==> src/hw/sbe_pkg.sv <==
/*
  shared types and constants for the system bus error handler.
  assumes one 200 MHz clock and a synchronous active-low reset.
*/
package sbe_pkg;
  // ----------------------------------------------------------------
  // widths and timing
  // ----------------------------------------------------------------
  localparam int ADDR_W        = 32;      // real address width
  localparam int NBYTES        = 4;       // bytes per data beat
  localparam int CLK_PERIOD_NS = 5;       // 200 MHz
  localparam int BUS_TMO_NS    = 100000;  // bus transaction guard time
  localparam int DISP_TMO_NS   = 200000;  // dispatch guard time
  localparam int BUS_TMO_CYC   = BUS_TMO_NS / CLK_PERIOD_NS;
  localparam int DISP_TMO_CYC  = DISP_TMO_NS / CLK_PERIOD_NS;
  localparam logic [31:0] CNT_RST = 32'h0000_0000;  // timer value after reset

  // logged error kinds, lowest priority first
  typedef enum logic [2:0] {
    ERR_NONE, ERR_TIMEOUT, ERR_INTERNAL, ERR_RANGE, ERR_DATA_PAR, ERR_ADDR_PAR
  } err_code_t;

  // one bus request as seen on the shared bus
  typedef struct packed {
    logic                  valid;       // request present this cycle
    logic [ADDR_W-1:0]     addr;        // real address
    logic [NBYTES-1:0]     addr_par;    // odd parity, one bit per address byte
    logic [8*NBYTES-1:0]   data;        // write data
    logic [NBYTES-1:0]     data_par;    // odd parity per write data byte
    logic                  is_write;    // store
    logic                  expect_rsp;  // a response will follow
    logic                  direct_store;// direct_store_segment access
    logic                  dma;         // dma request
  } txn_t;

  // response to the outstanding request
  typedef struct packed {
    logic                  valid;
    logic [8*NBYTES-1:0]   data;
    logic [NBYTES-1:0]     data_par;
  } rsp_t;

  // exception register contents
  typedef struct packed {
    logic                  valid;       // holds an event
    err_code_t             code;        // kind of event
    logic [ADDR_W-1:0]     addr;        // address of the failing access
    logic [NBYTES-1:0]     addr_par;    // received address parity bits
    logic [NBYTES-1:0]     bad_bytes;   // failing data bytes
  } exc_log_t;

  // outward signalling
  typedef struct packed {
    logic ext_int;        // external interrupt pulse
    logic machine_check;  // machine check pulse
    logic dsi;            // data storage interrupt pulse
    logic bus_check;      // data transfer error pulse
    logic abort_op;       // operation aborted pulse
    logic checkstop_out;  // own checkstop, held until reset
    logic sys_reset_out;  // system reset request, registered copy of reset_req
  } sig_t;
endpackage

==> src/hw/sys_bus_error_handler.sv <==
/*
  error detection, logging and signalling for one bus unit controller.
  assumes request and response structs come from logic on clk; the
  system checkstop line arrives from other parties and is synchronised.
*/
`timescale 1ns/1ps

// Contract
// RQ1: out-of-region-extent address logs range error, interrupts
// RQ2: diagnostic mode reports range error externally
// RQ3: unchecked out-of-range read ends in time-out
// RQ4: address parity error above class two checkstops
// RQ5: each controller checks address parity itself
// RQ6: capture address parity bits and address
// RQ7: log address parity error; diagnostic adds checkstop
// RQ8: deferred write parity error aborts, no interrupt
// RQ9: store failing bytes; diagnostic raises external interrupt
// RQ10: memory-mapped data parity error gives machine check
// RQ11: direct_store_segment data parity error gives storage interrupt
// RQ12: dma read parity error aborts, external interrupt
// RQ13: internal errors: storage or external interrupt
// RQ14: drive checkstop out on own entry
// RQ15: enter checkstop when system checkstop asserted
// RQ16: guard responses and dispatch with timers
// RQ17: log time-out with address, central timer
// RQ18: provide interrupt, checkstop, reset, bus check
// RQ19: parity pins, internal errors, dispatch time-out
// RQ20: controller checkstop, reset, interrupt, parity pins
// RQ21: master time-out detection above class three
// RQ22: diagnostic mode bit steers error reporting
// RQ23: read-only log, cleared on read, first event
// RQ24: captured log held until software reads
module sys_bus_error_handler
  import sbe_pkg::*;
#(
  parameter int          SYS_CLASS      = 6,            // implementation category
  parameter bit          RANGE_CHECK    = 1'b1,         // dedicated range checker
  parameter bit          DEFER_WR_ERR   = 1'b1,         // defer write parity errors
  parameter logic [31:0] BUS_TMO_LIMIT  = BUS_TMO_CYC,  // bus time-out in cycles
  parameter logic [31:0] DISP_TMO_LIMIT = DISP_TMO_CYC  // dispatch time-out in cycles
) (
  // clock and reset
  input  wire  logic              clk,
  input  wire  logic              rstn,
  // bus traffic
  input  wire  txn_t              txn,
  input  wire  rsp_t              rsp,
  // configuration
  input  wire  logic              diag_mode,
  input  wire  logic [ADDR_W-1:0] region_lo,
  input  wire  logic [ADDR_W-1:0] region_hi,
  input  wire  logic [ADDR_W-1:0] installed_top,
  // internal events
  input  wire  logic              int_err,
  input  wire  logic              int_fatal,
  input  wire  logic              disp_pending,
  input  wire  logic              disp_done,
  input  wire  logic              reset_req,
  // system checkstop pin
  input  wire  logic              checkstop_in,
  // exception register read
  input  wire  logic              log_read,
  output logic                    log_valid,
  output err_code_t               log_code,
  output logic [ADDR_W-1:0]       log_addr,
  output logic [NBYTES-1:0]       log_addr_par,
  output logic [NBYTES-1:0]       log_bad_bytes,
  // signalling
  output sig_t                    sig,
  output logic                    in_checkstop
);
  // ----------------------------------------------------------------
  // state
  // ----------------------------------------------------------------
  typedef struct packed {
    logic              cs_meta;   // checkstop pin, first stage
    logic              cs_sync;   // checkstop pin, second stage
    logic              stopped;   // checkstop state
    exc_log_t          log;       // exception register
    sig_t              sig;       // outward signals
    logic              busy;      // one transaction outstanding
    logic              busy_ds;   // it is a direct_store_segment access
    logic              busy_dma;  // it is a dma read
    logic [ADDR_W-1:0] busy_addr; // its address
    logic [31:0]       tmr;       // bus timer
    logic [31:0]       wd;        // dispatch timer
  } st_t;

  st_t st;       // registered state
  st_t next_st;  // next state

  localparam bit ABOVE_C2 = (SYS_CLASS > 2);
  localparam bit ABOVE_C3 = (SYS_CLASS > 3);

  // ----------------------------------------------------------------
  // parity checks
  // ----------------------------------------------------------------
  logic [NBYTES-1:0] abad;  // failing address bytes
  logic [NBYTES-1:0] wbad;  // failing write data bytes
  logic [NBYTES-1:0] rbad;  // failing read data bytes

  // RQ5: own parity check
  genvar g;
  generate
    for (g = 0; g < NBYTES; g++) begin : g_par
      assign abad[g] = txn.addr_par[g] == ^txn.addr[8*g +: 8];
      assign wbad[g] = txn.data_par[g] == ^txn.data[8*g +: 8];
      assign rbad[g] = rsp.data_par[g] == ^rsp.data[8*g +: 8];
    end
  endgenerate

  // ----------------------------------------------------------------
  // event decode
  // ----------------------------------------------------------------
  logic ap_err;    // address parity error
  logic rng_err;   // address range error
  logic wdp_err;   // write data parity error
  logic rdp_err;   // read data parity error
  logic rdp_ds;    // on a direct_store_segment access
  logic rdp_dma;   // on a dma read
  logic rdp_mem;   // on a memory-mapped access
  logic bus_tmo;   // bus time-out
  logic disp_tmo;  // dispatch time-out
  logic own_stop;  // own cause for checkstop

  always_comb begin
    ap_err   = txn.valid & (|abad);
    // RQ3: without checker reads time out
    // RQ1: region and extent check
    rng_err  = RANGE_CHECK & txn.valid & (txn.addr >= region_lo) &
               (txn.addr <= region_hi) & (txn.addr >= installed_top);
    wdp_err  = txn.valid & txn.is_write & (|wbad);
    rdp_err  = rsp.valid & st.busy & (|rbad);
    rdp_ds   = rdp_err & st.busy_ds;
    rdp_dma  = rdp_err & st.busy_dma & ~st.busy_ds;
    rdp_mem  = rdp_err & ~st.busy_ds & ~st.busy_dma;
    // RQ21: master time-out
    bus_tmo  = ABOVE_C3 & st.busy & ~rsp.valid & (st.tmr >= BUS_TMO_LIMIT - 32'h1);
    // RQ19: dispatch time-out
    disp_tmo = ABOVE_C3 & disp_pending & ~disp_done & (st.wd >= DISP_TMO_LIMIT - 32'h1);
    // RQ7: diagnostic mode checkstops too
    // RQ4: address parity checkstop
    own_stop = int_fatal | disp_tmo | (ap_err & (ABOVE_C2 | diag_mode));
  end

  // ----------------------------------------------------------------
  // next state
  // ----------------------------------------------------------------
  always_comb begin
    next_st            = st;
    next_st.cs_meta    = checkstop_in;
    next_st.cs_sync    = st.cs_meta;
    // pulses last one cycle
    next_st.sig.ext_int       = 1'b0;
    next_st.sig.machine_check = 1'b0;
    next_st.sig.dsi           = 1'b0;
    next_st.sig.bus_check     = 1'b0;
    next_st.sig.abort_op      = 1'b0;
    // RQ18: reset output
    next_st.sig.sys_reset_out = reset_req;
    // RQ23: clear on read
    if (log_read) begin
      next_st.log = '0;
    end
    if (st.stopped) begin
      // frozen: timers held for service access; log held until log_read clears it
      next_st.busy = st.busy;
    end else begin
      // RQ15: follow system checkstop
      if (st.cs_sync) begin
        next_st.stopped = 1'b1;
      end
      // RQ14: own checkstop out
      if (own_stop) begin
        next_st.stopped           = 1'b1;
        next_st.sig.checkstop_out = 1'b1;
      end
      // RQ16: bus timer
      if (txn.valid & txn.expect_rsp & ~st.busy) begin
        next_st.busy      = 1'b1;
        next_st.busy_ds   = txn.direct_store;
        next_st.busy_dma  = txn.dma & ~txn.is_write;
        next_st.busy_addr = txn.addr;
        next_st.tmr       = CNT_RST;
      end else if (st.busy & (rsp.valid | bus_tmo)) begin
        next_st.busy = 1'b0;
        next_st.tmr  = CNT_RST;
      end else if (st.busy) begin
        next_st.tmr = st.tmr + 32'h1;
      end
      // RQ16: dispatch watchdog
      if (disp_pending & ~disp_done) begin
        next_st.wd = st.wd + 32'h1;
      end else begin
        next_st.wd = CNT_RST;
      end
      // RQ22: diagnostic bit picks external
      // RQ2: range error reporting
      if (rng_err) begin
        next_st.sig.ext_int       = diag_mode;
        next_st.sig.machine_check = ~diag_mode;
      end
      // RQ8: deferred write error
      if (wdp_err) begin
        next_st.sig.abort_op  = DEFER_WR_ERR;
        next_st.sig.bus_check = ~DEFER_WR_ERR;
        next_st.sig.ext_int   = next_st.sig.ext_int | diag_mode;
      end
      // RQ10: memory-mapped read parity
      if (rdp_mem & ABOVE_C2) begin
        next_st.sig.ext_int       = next_st.sig.ext_int | diag_mode;
        next_st.sig.machine_check = next_st.sig.machine_check | ~diag_mode;
      end
      // RQ11: direct_store_segment read parity
      if (rdp_ds) begin
        next_st.sig.dsi       = 1'b1;
        next_st.sig.bus_check = 1'b1;
      end
      // RQ12: dma read parity
      if (rdp_dma) begin
        next_st.sig.abort_op = 1'b1;
        next_st.sig.ext_int  = 1'b1;
      end
      // RQ13: non-fatal internal error
      if (int_err) begin
        if (st.busy_ds & st.busy & ~diag_mode) begin
          next_st.sig.dsi = 1'b1;
        end else begin
          next_st.sig.ext_int = 1'b1;
        end
      end
      // RQ17: time-out reporting
      if (bus_tmo) begin
        next_st.sig.bus_check     = 1'b1;
        next_st.sig.ext_int       = next_st.sig.ext_int | diag_mode;
        next_st.sig.machine_check = next_st.sig.machine_check | ~diag_mode;
      end
      // RQ24: capture only into an empty log; new event beats clear
      if (~next_st.log.valid) begin
        if (ap_err) begin
          // RQ6: address and parity bits
          next_st.log = '{1'b1, ERR_ADDR_PAR, txn.addr, txn.addr_par, '0};
        end else if (wdp_err) begin
          // RQ9: failing bytes kept
          next_st.log = '{1'b1, ERR_DATA_PAR, txn.addr, '0, wbad};
        end else if (rdp_err) begin
          next_st.log = '{1'b1, ERR_DATA_PAR, st.busy_addr, '0, rbad};
        end else if (rng_err) begin
          next_st.log = '{1'b1, ERR_RANGE, txn.addr, '0, '0};
        end else if (int_err | int_fatal | disp_tmo) begin
          next_st.log = '{1'b1, ERR_INTERNAL, st.busy_addr, '0, '0};
        end else if (bus_tmo) begin
          next_st.log = '{1'b1, ERR_TIMEOUT, st.busy_addr, '0, '0};
        end
      end
    end
  end

  // ----------------------------------------------------------------
  // registers
  // ----------------------------------------------------------------
  always_ff @(posedge clk) begin
    if (!rstn) begin
      st <= '0;
    end else begin
      st <= next_st;
    end
  end

  // RQ20: outputs straight from state
  assign sig           = st.sig;
  assign in_checkstop  = st.stopped;
  assign log_valid     = st.log.valid;
  assign log_code      = st.log.code;
  assign log_addr      = st.log.addr;
  assign log_addr_par  = st.log.addr_par;
  assign log_bad_bytes = st.log.bad_bytes;
endmodule

==> config.mk <==
export PLATFORM = sky130hd
export DESIGN_NAME = sys_bus_error_handler
export DESIGN_NICKNAME = d
export VERILOG_FILES = /design/src/hw/sbe_pkg.sv /design/src/hw/sys_bus_error_handler.sv
export SDC_FILE = /design/constraint.sdc
export NUM_CORES = 1
export LEC_CHECK = 0
export BUFFER_PORTS_ARGS = -buffer_cell sky130_fd_sc_hd__buf_2
export CAP_MARGIN = 25
export CORE_MARGIN = 10
export CORE_UTILIZATION = 30
export DETAILED_ROUTE_END_ITERATION = 7
export SLEW_MARGIN = 10
export SYNTH_ARGS = -nofsm -noshare
export SYNTH_HDL_FRONTEND = slang
export SYNTH_SLANG_ARGS = --single-unit
==> constraint.sdc <==
create_clock -name clk -period 2.6 [get_ports clk]
set_clock_uncertainty 0.2 [all_clocks]
set_input_delay 0.26 -clock clk [delete_from_list [all_inputs] [get_ports clk]]
set_output_delay 0.26 -clock clk [all_outputs]
set_load 0.01 [all_outputs]
==> flow_summary.json, run 1 <==
{
  "critical-path-max-stage-delay_ns": 0.34,
  "ys_ff_latch": 153,
  "die_h_um": 213.8,
  "slew_headroom_pct": 57.71,
  "crit_chain": "ha_1 > nand4_1 > a211oi_1 > o31ai_1 > buf_4 > a21o_1 > nor2b_4 > buf_12 > mux2_1 > mux2i_1 > a221oi_1 > o22a_1",
  "cts_tree": "built",
  "ys_seq_area_share_pct": 27.19,
  "setup_viol": 39,
  "min_path_type": "in -> reg",
  "die_w_um": 213.8,
  "drt_iter0_markers": 604,
  "grt_max_degree": 36,
  "p_clk_share_pct": 35.5,
  "path_depth": 12,
  "start_kind": "register",
  "p_sw_uw": 2392,
  "r2r_end": "log_addr[10]",
  "syn_inst": 1439,
  "synthArstFlopShare_pct": 0,
  "finalHoldViolCount": 0,
  "cts_root_buffer": "clkbuf_16",
  "vias": 11310,
  "seqPwrFrac_pct": 34.2,
  "antenna_found_initial": 0,
  "drive_gt1_share_pct": 33.17,
  "vias_per_cell": 4.870,
  "grt_overflow_total": 0,
  "fin_nets": 2159,
  "total_leakage_power_uw": 0.007299,
  "synth_edf_count": 0,
  "rsz0062_at_grt": "true",
  "maxSlewViolCount": 0,
  "grt_pass1_vias": 11500,
  "post-route-period-util_pct": 107.8,
  "critPathMaxFanout": 13,
  "cts.sinks": 153,
  "die_area_mm2": 0.04570,
  "drv_cap": 0,
  "drc": 0,
  "netlist_area_mm2": 0.01126,
  "synth_warnings": 0,
  "crit_start": "st[32]",
  "clk_latency_ns": 0.43,
  "worst-slew-pin-transition_ns": 0.6344,
  "setup_ws_ns": -0.2036,
  "portBuffers": 271,
  "initial_core_util_pct": 30.62,
  "clk_path_buf_depth": 2,
  "max_freq_ghz": 0.3567,
  "n_fill_cell": 3628,
  "r2r_start": "st[32]",
  "cts.htree.levels": 4,
  "grt_pass1_wl_um": 60660,
  "pre_cts_slack_ns": -0.9510,
  "core_mm2": 0.03679,
  "switching_share_pct": 32.87,
  "dp_hpwl_um": 30820,
  "layout_commonest_cell": "buf_2",
  "violations": "setup timing",
  "drtAntennaViolNets": 0,
  "cp.required_ns": 2.74,
  "syn_nets": 1757,
  "wirelength_um": 39630,
  "ir_drop_v": 0.0003985,
  "critical_path.top_delay_family": "compound AO/OA/AOI/OAI gates",
  "gp_congestion": 0.8658,
  "avgSynthCellArea_um2": 7.828,
  "crit_path_top_delay_cell": "dfxtp_1",
  "grt.total_usage_pct": 16.67,
  "ios": 272,
  "tns_ns": -3.708,
  "r2r_cells": 12,
  "combPwrFrac_pct": 30.3,
  "crit_path_end": "log_addr[10]",
  "diodes": 0,
  "cts_buffers": 17,
  "synthToLayoutAreaGrowth_pct": 40.50,
  "clk_pin_slew_ns": 0.08,
  "reg2reg_setup_slack_ns": -0.20,
  "critPathKind": "reg -> reg",
  "critPathCaptureType": "register",
  "first_pass_iters": 5,
  "critPathBufInv": 2,
  "wl_per_cell_um": 17.07,
  "arrival_ns": 2.94,
  "ys_dominant_reg_cell": "dfxtp_1",
  "internal-power_uw": 4884,
  "powerDensity_mw_per_mm2": 459.7,
  "rows": 70,
  "synth.distinct_cells": 65,
  "status": "finished, violations left",
  "layout_min_cycle_time_ns": 2.804,
  "final_cell_mix": "buf_2, nand2_1, buf_4, dfxtp_1, nor2_1"
}
## cells by family (layout without fill, tap and decap cells)
kind of cell | Yosys count | after routing | synth area share, %
AND/OR/NAND/NOR | 513 | 513 | 21.27
AO/OA/AOI/OAI | 311 | 311 | 18.19
buffers and inverters | 212 | 627 | 8.797
flip-flops | 153 | 153 | 27.19
XOR/XNOR | 129 | 129 | 11.50
adder cells (fa/ha/maj) | 98 | 98 | 10.89
multiplexers | 23 | 23 | 2.166
## tightest hold or removal path: stages
cell and delay [ns]:
buf_12 0.10, buf_12 0.12, nand2_1 0.05, a21boi_0 0.07
## Yosys cell counts, types with 27 or more instances
master    count  area share [%]
nand2_1     200             6.7
dfxtp_1     153              27
nor2_1      117             3.9
inv_1       102             3.4
ha_1         98              11
xnor2_1      73             5.7
o21ai_0      67             3.0
a21oi_1      65             2.9
a21boi_0     56             3.7
clkbuf_1     53             1.8
buf_4        50             3.3
xor2_1       44             3.4
nand4_1      33             1.8
nor2b_1      32             1.8
nand2b_1     27             1.5
## power by group through the flow
stage          logic, µW  clock network [µW]  registers, µW
2_1_floorplan       1170                   0           2520
3_3_place_gp        1990                   0           2540
3_5_place_dp        2020                   0           2540
4_1_cts             2100                2630           2490
5_1_grt             2420                2720           2500
6_report            2200                2580           2490
## what timing repair did
action | CTS | global route
hold buffers | 13 | 0
endpoints found under the setup margin | 46 | 52
endpoints found under the hold margin | 13 | 0
gates resized for setup | 40 | 100
buffers inserted | 5 | 10
pin swaps | 16 | 24
## metal layers
metal,GRT usage (%),vias to the layer above,share of wire [%]
met2,28.40,356,48
met1,20.78,5214,43
met4,4.400,0,1.7
met5,0,-,0
li1,-,5702,-
met3,3.621,35,7.1
## registers in the layout, indices dropped and copies added, names as in the netlist
register       cells
in_checkstop       1
log_addr          32
log_addr_par       4
log_bad_bytes      4
log_code           3
log_valid          1
next_st            1
sig                7
st               100
## worst min path at each step
stage	start	endpoint	slack, ns	depth (start not counted)
finish	txn[74]	st[94]	0.02	4
global route	txn[43]	log_addr_par[3]	0.04	3
CTS	txn[74]	st[94]	0.007	4
detailed placement	next_st[151]	st[151]	0.22	1
global placement	next_st[151]	st[151]	0.23	1
floorplan	diag_mode	sig[5]	0.14	1
## metrics by stage
step                hold slack [ns]  instance area (µm²)  instances  utilization, %  power [µW]
CTS                        0.007165                15150       2312           41.19        7214
global placement             0.2325                14190       2262           38.56        4531
finish                      0.02159                15830       2322           43.02        7275
floorplan                    0.1393                11310       1439               -        3696
global route                0.03890                15830       2322           43.02        7638
detailed placement           0.2232                14190       2262           38.56        4561
## area by class of cell
class / instances / area, µm² / area share [%]
inverters: 103 / 386.6 / 2.443
flip-flops and latches: 153 / 3069 / 19.39
clock buffers: 17 / 425.4 / 2.688
multi-input cells: 1074 / 7944 / 50.19
repair buffers: 492 / 3239 / 20.47
clock inverters: 15 / 176.4 / 1.115
well taps: 468 / 585.6 / 3.700
No activity file was read; power rests on OpenSTA's default activity.
==> inputs of run 2 (changes only) <==
--- a/config.mk
+++ b/config.mk
@@ -7,9 +7,13 @@
 export LEC_CHECK = 0
 export BUFFER_PORTS_ARGS = -buffer_cell sky130_fd_sc_hd__buf_2
 export CAP_MARGIN = 25
+export CELL_PAD_IN_SITES_DETAIL_PLACEMENT = 0
+export CELL_PAD_IN_SITES_GLOBAL_PLACEMENT = 2
 export CORE_MARGIN = 10
-export CORE_UTILIZATION = 30
+export CORE_UTILIZATION = 28
 export DETAILED_ROUTE_END_ITERATION = 7
+export PLACE_DENSITY_LB_ADDON = 0.1
+export REMOVE_ABC_BUFFERS = 1
 export SLEW_MARGIN = 10
 export SYNTH_ARGS = -nofsm -noshare
 export SYNTH_HDL_FRONTEND = slang
==> run 2 against run 1 <==
Compared with the run above: the flow still finishes with violations (setup timing); die area up 6.5%; sequential share of layout area fell by 0.60 points; non-clock buffer count increased by 16; final cell count is 3.2% higher; fmax fell by 2.1%; cell area is 3.2% higher; register-to-register slack worse by 0.06 ns; total power is 2.2% higher; combinational power is 3% higher; flip-flop and latch count unchanged.
==> flow_summary.json, run 2 (synthesized netlist as in run 1, its figures left out) <==
{
  "status": "finished, violations left",
  "violations": "setup timing",
  "tns_ns": -6.932,
  "synthToLayoutAreaGrowth_pct": 44.96,
  "reg2reg_setup_slack_ns": -0.26,
  "ir_drop_v": 0.0004554,
  "die_w_um": 220.6,
  "drive_gt1_share_pct": 34.37,
  "hp-start": "disp_done",
  "slew_headroom_pct": 47.84,
  "final_cell_mix": "buf_2, nand2_1, buf_4, dfxtp_1, nor2_1",
  "layout_commonest_cell": "buf_2",
  "crit_path_top_delay_cell": "dfxtp_2",
  "finalHoldViolCount": 0,
  "dpl.cell_count": 2327,
  "gp_congestion": 0.7937,
  "seq_area_mm2": 0.003069,
  "rows": 73,
  "final_cells": 2397,
  "cts_buffers": 17,
  "cts_root_buffer": "clkbuf_16",
  "rsz0062_at_grt": "true",
  "setup_viol": 41,
  "drc": 0,
  "layout_min_cycle_time_ns": 2.864,
  "r2r_end": "log_addr[3]",
  "dp_hpwl_um": 32860,
  "cts_tree": "built",
  "grt_pass1_wl_um": 65990,
  "drv_cap": 0,
  "critPathCaptureType": "register",
  "p_total_uw": 7438,
  "portBuffers": 271,
  "final_util_pct": 41.10,
  "hold_ws_ns": 0.01621,
  "vias": 11210,
  "clk_path_buf_depth": 2,
  "grt_max_degree": 63,
  "grt.total_usage_pct": 17.29,
  "critPathKind": "reg -> reg",
  "total_leakage_power_uw": 0.007458,
  "multi_input_area_mm2": 0.008050,
  "powerDensity_mw_per_mm2": 455.5,
  "drt_iter0_markers": 506,
  "fin_nets": 2176,
  "post-route-period-util_pct": 110.2,
  "critPathMaxFanout": 5,
  "first_pass_iters": 5,
  "cp.required_ns": 2.73,
  "hold_depth": 4,
  "n_fill_cell": 4108,
  "wirelength_um": 42940,
  "core_mm2": 0.03973,
  "crit_chain": "ha_1 > nand4_1 > a211oi_2 > o31ai_2 > a21o_1 > nor2b_4 > buf_6 > buf_16 > buf_4 > mux2_4 > mux2i_4 > a221oi_2 > o22a_1",
  "drtAntennaViolNets": 0,
  "r2r_cells": 13,
  "grt_overflow_total": 0,
  "maxSlewViolCount": 0,
  "die_area_mm2": 0.04865,
  "critical-path-max-stage-delay_ns": 0.33,
  "min_path_type": "in -> reg",
  "clk_latency_ns": 0.43,
  "top_register": "st",
  "die_h_um": 220.6,
  "largest_register_ffs": 100,
  "start_kind": "register",
  "cts.htree.levels": 4,
  "arrival_ns": 2.99,
  "ios": 272,
  "initial_core_util_pct": 28.35,
  "clk_pin_slew_ns": 0.07,
  "vias_per_cell": 4.676,
  "cts.sinks": 153,
  "grt_pass1_vias": 11710,
  "holdPathEnd": "st[1]",
  "setup_ws_ns": -0.2641,
  "worst-slew-pin-transition_ns": 0.7824,
  "max_freq_ghz": 0.3491,
  "wl_per_cell_um": 17.91,
  "antenna_found_initial": 3,
  "r2r_start": "st[32]"
}
==> run 2: timing repair <==
action | 4_1_cts | 5_1_grt
endpoints found under the setup margin | 73 | 64
buffers inserted | 17 | 6
resized for setup | 144 | 40
pin swaps | 42 | 18
hold buffers | 10 | 0
endpoints found under the hold margin | 13 | 0
gates cloned | 4 | 0
==> run 2: worst max-delay path: cells and delay by family, from the launching register on <==
family                   cells  cell delay (ns)
AO/OA/AOI/OAI                5             0.93
multiplexers                 2             0.46
buffers and inverters        3             0.38
flip-flops                   1             0.33
AND/OR/NAND/NOR              2             0.26
adder cells (fa/ha/maj)      1             0.21
==> run 2: stage by stage <==
step / area (µm²) / worst slack [ns]
floorplan: 10660 / -1.757
global route: 16330 / -0.3826
detailed placement: 14400 / -1.060
CTS: 16100 / -0.2545
global placement: 14400 / -1.152
finish: 16330 / -0.2641
==> run 2: how the worst max path moves through the flow <==
stage | startpoint | to | slack [ns] | cells after the start
6_report | st[32] | log_addr[3] | -0.26 | 13
5_1_grt | st[55] | log_addr[3] | -0.38 | 12
4_1_cts | st[24] | log_addr[7] | -0.25 | 12
3_5_place_dp | txn[72] | log_addr[9] | -1.06 | 14
3_3_place_gp | txn[72] | log_addr[9] | -1.15 | 14
2_1_floorplan | region_hi[15] | log_addr[13] | -1.76 | 11
==> run 2: layout make-up <==
cell class                      count  area share [%]
Multi-Input combinational cell   1075           49.30
Tap cell                          525           4.023
Timing Repair Buffer              508           21.73
Antenna cell                        1         0.01532
Sequential cell                   153           18.80
Inverter                          103           2.368
Clock inverter                     10          0.8658
Clock buffer                       22           2.904
==> run 2: layer usage <==
layer / vias up / track usage, % / share of wire [%]
li1: 5745 / - / -
met1: 5168 / 22.15 / 46
met2: 255 / 28.90 / 47
met3: 37 / 4.015 / 5.6
met4: 4 / 4.013 / 1.4
met5: - / 0 / 0.040
==> run 2: where the power goes <==
group | switching (µW) | total [µW] | internal, µW
combinational | 1160 | 2270 | 1110
sequential | 65.1 | 2500 | 2430
clock | 1070 | 2670 | 1590
